<file path="src/verilog/tec_pkg.sv">
// Constants, register map and types for the eight-bit timer/event counter
package tec_pkg;

    // ------------------------------------------------------------------
    // Register map
    // ------------------------------------------------------------------
    localparam int unsigned     ADDR_W       = 16;
    localparam logic [15:0]     OFS_CTRL     = 16'hff53;
    localparam logic [15:0]     OFS_MATCH    = 16'hff52;
    localparam logic [15:0]     OFS_COUNT    = 16'hff51;

    // ------------------------------------------------------------------
    // Control register fields and reset values
    // ------------------------------------------------------------------
    localparam int unsigned     BIT_RUN      = 7;
    localparam int unsigned     BIT_PWM      = 6;
    localparam int unsigned     BIT_SRC_HI   = 2;
    localparam int unsigned     BIT_SRC_LO   = 1;
    localparam int unsigned     BIT_OUT_EN   = 0;
    localparam logic [7:0]      CTRL_MASK    = 8'hc7;
    localparam logic [7:0]      CTRL_RST     = 8'h00;
    localparam logic [7:0]      COUNT_RST    = 8'h00;
    localparam logic [7:0]      READ_ZERO    = 8'h00;

    // ------------------------------------------------------------------
    // Count source and prescaler
    // ------------------------------------------------------------------
    localparam logic [1:0]      SRC_CLK      = 2'h0;
    localparam logic [1:0]      SRC_DIV256   = 2'h1;
    localparam logic [1:0]      SRC_RISE     = 2'h2;
    localparam logic [1:0]      SRC_FALL     = 2'h3;
    localparam int unsigned     PRESCALE_DIV = 256;
    localparam logic [7:0]      PRESCALE_LST = 8'(PRESCALE_DIV - 1);
    localparam logic [7:0]      PRESCALE_RST = 8'h00;

    // ------------------------------------------------------------------
    // Operating state
    // ------------------------------------------------------------------
    typedef enum logic [2:0] {
        TEC_ST_STOP  = 3'h1,
        TEC_ST_TIMER = 3'h2,
        TEC_ST_PWM   = 3'h4
    } tec_state_t;

endpackage

</file>
<file path="src/verilog/tec_edge_sync.sv">
// Two-stage synchroniser and edge detector for the external event input
`timescale 1ns/1ns
module tec_edge_sync (
    input  wire logic clk_sys_i,
    input  wire logic reset_i,
    input  wire logic pin_i,
    output logic      level_o,
    output logic      rise_o,
    output logic      fall_o
);

    typedef struct packed {
        logic meta;
        logic sync;
        logic prev;
        logic rise;
        logic fall;
    } tec_sync_state_t;

    tec_sync_state_t st_q;
    tec_sync_state_t st_d;

    // ------------------------------------------------------------------
    // Sync chain; the second stage and the third (prev) stage feed the edge compare
    // ------------------------------------------------------------------
    always_comb begin
        st_d      = st_q;
        st_d.meta = pin_i;
        st_d.sync = st_q.meta;
        st_d.prev = st_q.sync;
        st_d.rise = st_q.sync & ~st_q.prev;
        st_d.fall = ~st_q.sync & st_q.prev;
        if (reset_i) begin
            st_d = '0;
        end
    end

    always_ff @(posedge clk_sys_i) begin
        st_q <= st_d;
    end

    assign level_o = st_q.prev;
    assign rise_o  = st_q.rise;
    assign fall_o  = st_q.fall;

endmodule

</file>
<file path="src/verilog/tec_timer.sv">
// Eight-bit timer/event counter with match value, control register and PWM
`timescale 1ns/1ns
module tec_timer (
    input  wire logic        clk_sys_i,
    input  wire logic        reset_i,
    input  wire logic [15:0] addr_i,
    input  wire logic        wr_i,
    input  wire logic [7:0]  wdata_i,
    input  wire logic        bit_wr_i,
    input  wire logic [2:0]  bit_idx_i,
    input  wire logic        bit_val_i,
    input  wire logic        rd_i,
    output logic      [7:0]  rdata_o,
    output logic             rvalid_o,
    input  wire logic        event_in_pin_i,
    output logic             wave_out_pin_o,
    output logic             wave_out_oe_o,
    output logic             match_irq_o,
    output logic      [7:0]  event_count_o
);

    // ------------------------------------------------------------------
    // State
    // ------------------------------------------------------------------
    typedef struct packed {
        logic [7:0]          ctrl;
        logic [7:0]          match;
        logic [7:0]          count;
        logic [7:0]          prescale;
        tec_pkg::tec_state_t state;
        logic                wave;
        logic                irq;
        logic                oe;
        logic [7:0]          rdata;
        logic                rvalid;
    } tec_timer_state_t;

    tec_timer_state_t st_q;
    tec_timer_state_t st_d;

    logic ev_rise;
    logic ev_fall;

    // ------------------------------------------------------------------
    // Event input conditioning
    // ------------------------------------------------------------------
    tec_edge_sync u_event_sync (
        .clk_sys_i (clk_sys_i),
        .reset_i   (reset_i),
        .pin_i     (event_in_pin_i),
        .level_o   (),
        .rise_o    (ev_rise),
        .fall_o    (ev_fall)
    );

    // ------------------------------------------------------------------
    // Decoded control fields
    // ------------------------------------------------------------------
    logic       count_run;
    logic       pwm_mode_sel;
    logic [1:0] count_src_sel;
    logic       wave_out_en;

    assign count_run     = st_q.ctrl[tec_pkg::BIT_RUN];
    assign pwm_mode_sel  = st_q.ctrl[tec_pkg::BIT_PWM];
    assign count_src_sel = {st_q.ctrl[tec_pkg::BIT_SRC_HI],
                            st_q.ctrl[tec_pkg::BIT_SRC_LO]};
    assign wave_out_en   = st_q.ctrl[tec_pkg::BIT_OUT_EN];

    // ------------------------------------------------------------------
    // Count tick selection
    // ------------------------------------------------------------------
    logic div_tick;
    logic tick;

    assign div_tick = (st_q.prescale == tec_pkg::PRESCALE_LST);

    always_comb begin
        case (count_src_sel)
            tec_pkg::SRC_CLK:    tick = 1'b1;
            tec_pkg::SRC_DIV256: tick = div_tick;
            tec_pkg::SRC_RISE:   tick = ev_rise;
            tec_pkg::SRC_FALL:   tick = ev_fall;
            default:             tick = 1'b0;
        endcase
    end

    // ------------------------------------------------------------------
    // Register access decode
    // ------------------------------------------------------------------
    logic hit_ctrl;
    logic hit_match;
    logic hit_count;

    assign hit_ctrl  = (addr_i == tec_pkg::OFS_CTRL);
    assign hit_match = (addr_i == tec_pkg::OFS_MATCH);
    assign hit_count = (addr_i == tec_pkg::OFS_COUNT);

    // Next control value: byte write wins over a bit write in one cycle
    logic [7:0] ctrl_nxt;

    always_comb begin
        ctrl_nxt = st_q.ctrl;
        if (wr_i && hit_ctrl) begin
            ctrl_nxt = wdata_i & tec_pkg::CTRL_MASK;
        end else if (bit_wr_i && hit_ctrl) begin
            ctrl_nxt[bit_idx_i] = bit_val_i;
            ctrl_nxt            = ctrl_nxt & tec_pkg::CTRL_MASK;
        end
    end

    // Operating state follows the next control value, on the same edge as the register
    tec_pkg::tec_state_t state_nxt;

    always_comb begin
        if (!ctrl_nxt[tec_pkg::BIT_RUN]) begin
            state_nxt = tec_pkg::TEC_ST_STOP;
        end else if (ctrl_nxt[tec_pkg::BIT_PWM]) begin
            state_nxt = tec_pkg::TEC_ST_PWM;
        end else begin
            state_nxt = tec_pkg::TEC_ST_TIMER;
        end
    end

    // ------------------------------------------------------------------
    // Counter, match and output logic
    // ------------------------------------------------------------------
    logic       is_match;
    logic [7:0] count_inc;

    assign is_match  = (st_q.count == st_q.match);
    assign count_inc = st_q.count + 8'h01;

    always_comb begin
        st_d        = st_q;
        st_d.irq    = 1'b0;
        st_d.rvalid = 1'b0;
        st_d.ctrl   = ctrl_nxt;
        st_d.state  = state_nxt;

        // Match value accepts any byte
        if (wr_i && hit_match) begin
            st_d.match = wdata_i;
        end

        case (st_q.state)
            tec_pkg::TEC_ST_STOP: begin
                st_d.count    = tec_pkg::COUNT_RST;
                st_d.prescale = tec_pkg::PRESCALE_RST;
                st_d.wave     = 1'b0;
            end
            tec_pkg::TEC_ST_TIMER: begin
                st_d.prescale = st_q.prescale + 8'h01;
                if (tick) begin
                    if (is_match) begin
                        st_d.count = tec_pkg::COUNT_RST;
                        st_d.irq   = 1'b1;
                        st_d.wave  = ~st_q.wave;
                    end else begin
                        st_d.count = count_inc;
                    end
                end
            end
            tec_pkg::TEC_ST_PWM: begin
                st_d.prescale = st_q.prescale + 8'h01;
                if (tick) begin
                    st_d.count = count_inc;
                    st_d.irq   = is_match;
                    st_d.wave  = (count_inc < st_q.match);
                end
            end
            default: begin
                st_d.count    = tec_pkg::COUNT_RST;
                st_d.prescale = tec_pkg::PRESCALE_RST;
                st_d.wave     = 1'b0;
            end
        endcase

        // Leaving run mode drops the output at once
        if (!ctrl_nxt[tec_pkg::BIT_RUN]) begin
            st_d.wave = 1'b0;
        end

        // Timer drives the shared pin only with a clock source
        st_d.oe = ctrl_nxt[tec_pkg::BIT_OUT_EN]
                  & ~ctrl_nxt[tec_pkg::BIT_SRC_HI];

        // Byte read answers one cycle later
        if (rd_i) begin
            st_d.rvalid = 1'b1;
            if (hit_count) begin
                st_d.rdata = st_q.count;
            end else if (hit_ctrl) begin
                st_d.rdata = {count_run, pwm_mode_sel, 3'h0, count_src_sel, wave_out_en};
            end else begin
                st_d.rdata = tec_pkg::READ_ZERO;
            end
        end

        // Reset leaves the match value as it was
        if (reset_i) begin
            st_d          = '0;
            st_d.ctrl     = tec_pkg::CTRL_RST;
            st_d.count    = tec_pkg::COUNT_RST;
            st_d.prescale = tec_pkg::PRESCALE_RST;
            st_d.state    = tec_pkg::TEC_ST_STOP;
            st_d.rdata    = tec_pkg::READ_ZERO;
            st_d.match    = st_q.match;
        end
    end

    always_ff @(posedge clk_sys_i) begin
        st_q <= st_d;
    end

    // ------------------------------------------------------------------
    // Outputs
    // ------------------------------------------------------------------
    assign rdata_o        = st_q.rdata;
    assign rvalid_o       = st_q.rvalid;
    assign wave_out_pin_o = st_q.wave;
    assign wave_out_oe_o  = st_q.oe;
    assign match_irq_o    = st_q.irq;
    assign event_count_o  = st_q.count;

endmodule

</file>
<file path="config.mk">
export PLATFORM = sky130hd
export DESIGN_NAME = tec_timer
export DESIGN_NICKNAME = d
export VERILOG_FILES = /design/src/verilog/tec_pkg.sv /design/src/verilog/tec_edge_sync.sv /design/src/verilog/tec_timer.sv
export SDC_FILE = /design/constraint.sdc
export NUM_CORES = 1
export LEC_CHECK = 0
export BUFFER_PORTS_ARGS = -buffer_cell sky130_fd_sc_hd__buf_2
export CORE_MARGIN = 3
export CORE_UTILIZATION = 39
export DETAILED_ROUTE_END_ITERATION = 12
export PLACE_DENSITY_LB_ADDON = 0.25
export SLEW_MARGIN = 10
export SYNTH_ARGS = -nofsm -noshare
export SYNTH_HDL_FRONTEND = slang
export SYNTH_HIERARCHICAL = 1
export SYNTH_SLANG_ARGS = --single-unit
export TNS_END_PERCENT = 10
</file>
<file path="constraint.sdc">
create_clock -name clk_sys_i -period 2.7 [get_ports clk_sys_i]
set_input_delay 0.27 -clock clk_sys_i [delete_from_list [all_inputs] [get_ports clk_sys_i]]
set_output_delay 0.27 -clock clk_sys_i [all_outputs]
set_load 0.01 [all_outputs]
</file>
==> impl_results.md <==
* CP max stage delay at 420 ps
* FMAX at 389 MHz
* Routed wire length at 5920 um
* Clock Skews at 3.03 ps
* Drt first pass iters at 4
* R2R setup slack at 130 ps
* Synth top area cells: dfxtp_1, edfxtp_1, xor2_1
* Final Max Slew Viols at 0
* Endpoint class of the critical path: register
* Ranking of synthesized cells by instance count: dfxtp_1, nor2_1, buf_4, xor2_1, inv_1
* DRT iter0 DRCs at 160
* Main synth FF type: dfxtp_1
* Syn Std Cell Area at 2590 sq um
* Asr flop ratio synth at 0%
* Core box area at 6390 sq um
* Initial core utilization at 40.6%
* Number of remaining DRC errors at 0
* Final setup fails at 0
* CP delay by family, top: compound AO/OA/AOI/OAI gates
* Fin Setup TNS at 0 ps
* Layout area overhead at 12.9%
* Syn nets at 322
* Later-pin clock latency in the skew report at 300 ps
* Nets at 361
* I/O pin count at 54
* Synth Register Bits at 49
* Static Leak at 1.25 nW
* Total track usage at 16.4%
* Nature of the critical path startpoint: register
* Hold crit path type: in2reg
* CP max FO at 6
* Pwr dens at 429 nW/um^2
* Slew @ Worst Pin at 579 ps
* First-pass GRT wire length at 9860 um
* Critical-path top delay cell: a2111oi_0
* Via density at 5.37
* Initial antenna violation count at 0
* Die Wd at 87.5 um
* Routed length per instance at 15.0 um
* EDFF count, synth at 8
* Synth cell types at 54
* Final hold vios at 0
* Yosys warnings at 6
* Worst Path Buf+Inv at 0
* Port buffer count at 53
* Levels on crit path at 9
* CTS tree: built
* Detail Placement HPWL at 4550 um
* Number of global-route vias before repair at 2055
* Full die area at 7650 sq um
* Synth area leader: dfxtp_1
* CTS resizes at 0
* Met2 wire len at 2670 um
* CTS Buffer Depth at 2
* Placed Cells at 387
* Top-count cell post-synth: dfxtp_1
* Synth Area per Inst at 9.32 sq um
* M1 WL at 2840 um
* Clk slew on worst S/H paths at 90 ps
* RD Place Congestion at 0.866
* # hold bufs at CTS at 0
* Top cell type's share of synthesized area at 31.7%
* Crit-path cells: nand3_1 -> or2_2 -> xnor2_1 -> ha_1 -> a21o_1 -> a21o_1 -> a2111oi_0 -> a211oi_1 -> nor4_1
* Share of post-route cells with drive strength above 1 at 23.9%
* Period minus WS final at 2570 ps
* DR top layer: met4
* Relative slew slack at 61.1%
* Routed vias at 2120
* Root Buffer: clkbuf_8
* Worst hold stages at 1
* Tcrit/Tclk final at 95.2%
* Ant diodes at 0
* Data required, critical path at 2910 ps
* Post-Syn Instances at 278
* Register area share after synthesis at 41.0%
* CTS sink count at 49
* Max H-tree Level at 2
* Unrepaired setup endpoints after global routing: false
* Outcome: finished clean
* GR Overflow Total at 0
* Peak supply drop at 0.253 mV
* Post-CTS Setup Repair Bufs at 0
* Critical Setup Path Class: reg2reg
* Num CTS Buffers at 5
* WL met3 at 315 um
* Crit path DAT at 2780 ps
* Max_cap viols at 0
* ANT nets after route at 0
* Row count at 29
* Worst r2r path cells at 9
* Post-route insts no fill at 395
* Maximum number of pins on one net before global-route repair at 24
* CP most frequent cell: a21o_1
* Die height at 87.5 um
-- worst paths after layout --
path / start / end
worst max-delay path: event_count_o[1] / wave_out_pin_o
worst max register to register: event_count_o[1] / wave_out_pin_o
worst min register to register: u_event_sync/level_o / u_event_sync/rise_o
worst min-delay path: wdata_i[5] / st_q[36]
-- sequential cells by signal, summed over array words and instances, names as in the netlist --
signal and count:
wave_out_pin_o 1, rvalid_o 1, rdata_o 8, u_event_sync/st_q 2
st_q 20, event_count_o 8, count_run 1, u_event_sync/fall_o 1
match_irq_o 1, wave_out_oe_o 1, u_event_sync/level_o 1, pwm_mode_sel 1
count_src_sel 2, u_event_sync/rise_o 1
-- cells by family (layout without fill, tap and decap cells) --
| logic type | Yosys count | after routing | synth area share, % |
|---|---|---|---|
| simple gates | 100 | 100 | 23.1 |
| compound gates | 57 | 57 | 15.7 |
| flops | 49 | 49 | 41.0 |
| buf+inv | 42 | 82 | 8.50 |
| xor+xnor | 19 | 19 | 6.43 |
| fa+ha+maj | 10 | 10 | 4.83 |
| mux | 1 | 1 | 0.386 |
-- metal layers --
metal  GRT usage [%]  vias to the layer above
met1            22.0                      973
met5               0                        -
met3            3.50                        7
li1                -                     1072
met2            26.4                       68
met4            4.74                        0
-- worst reg2reg max path, delay by kind of cell (launching register included) --
kind | cells | cell delay (ps)
simple gates | 3 | 730
compound gates | 4 | 890
flops | 1 | 400
fa+ha+maj | 1 | 300
xor+xnor | 1 | 150
-- where the power goes --
part / switching [mW] / internal, mW
logic: 0.0399 / 0.0330
registers: 0.00282 / 0.747
clock network: 0.247 / 0.185
total: 0.289 / 0.965
-- metrics by stage --
step	setup slack (ps)	util, %	total power, mW	area [sq um]	hold slack [ps]
global route	24.3	45.8	1.31	2920	130
global placement	195	44.4	0.838	2840	397
floorplan	93.4	-	0.804	2590	342
finish	131	45.8	1.25	2920	141
CTS	79.8	45.8	1.27	2920	127
detailed placement	113	44.4	0.840	2840	414
-- final cells by class --
class / count / area (sq um)
clock buffers: 6 / 72.6
clock inverters: 2 / 13.8
fillers: 629 / 3460
inverters: 14 / 52.6
multi-input cells: 187 / 1310
flip-flops and latches: 49 / 1060
well taps: 77 / 96.3
repair buffers: 60 / 318
-- cell usage in the layout, fill, tap and decap left out, types with 2 or more instances in the layout --
cell type,count
o21a_1,2
xnor2_1,4
nand4_1,5
buf_4,7
and3b_1,2
xor2_1,15
nand3b_1,2
nor4_1,6
o21ai_0,5
a32o_1,3
and3_1,3
nand2_1,11
or2_2,2
nor2b_1,6
nand3_1,10
nor2_1,23
edfxtp_1,8
ha_1,10
a211oi_1,8
clkbuf_8,5
a21o_1,4
nor3_1,6
nand2b_1,7
o31ai_1,2
and4_1,3
a21oi_1,11
and2_1,2
inv_1,14
nor3b_1,3
nor4_4,2
a2111oi_0,2
buf_2,53
a22oi_1,5
dfxtp_1,40
o32ai_1,2
o2111ai_1,3
Power figures use the tool's default switching activity.
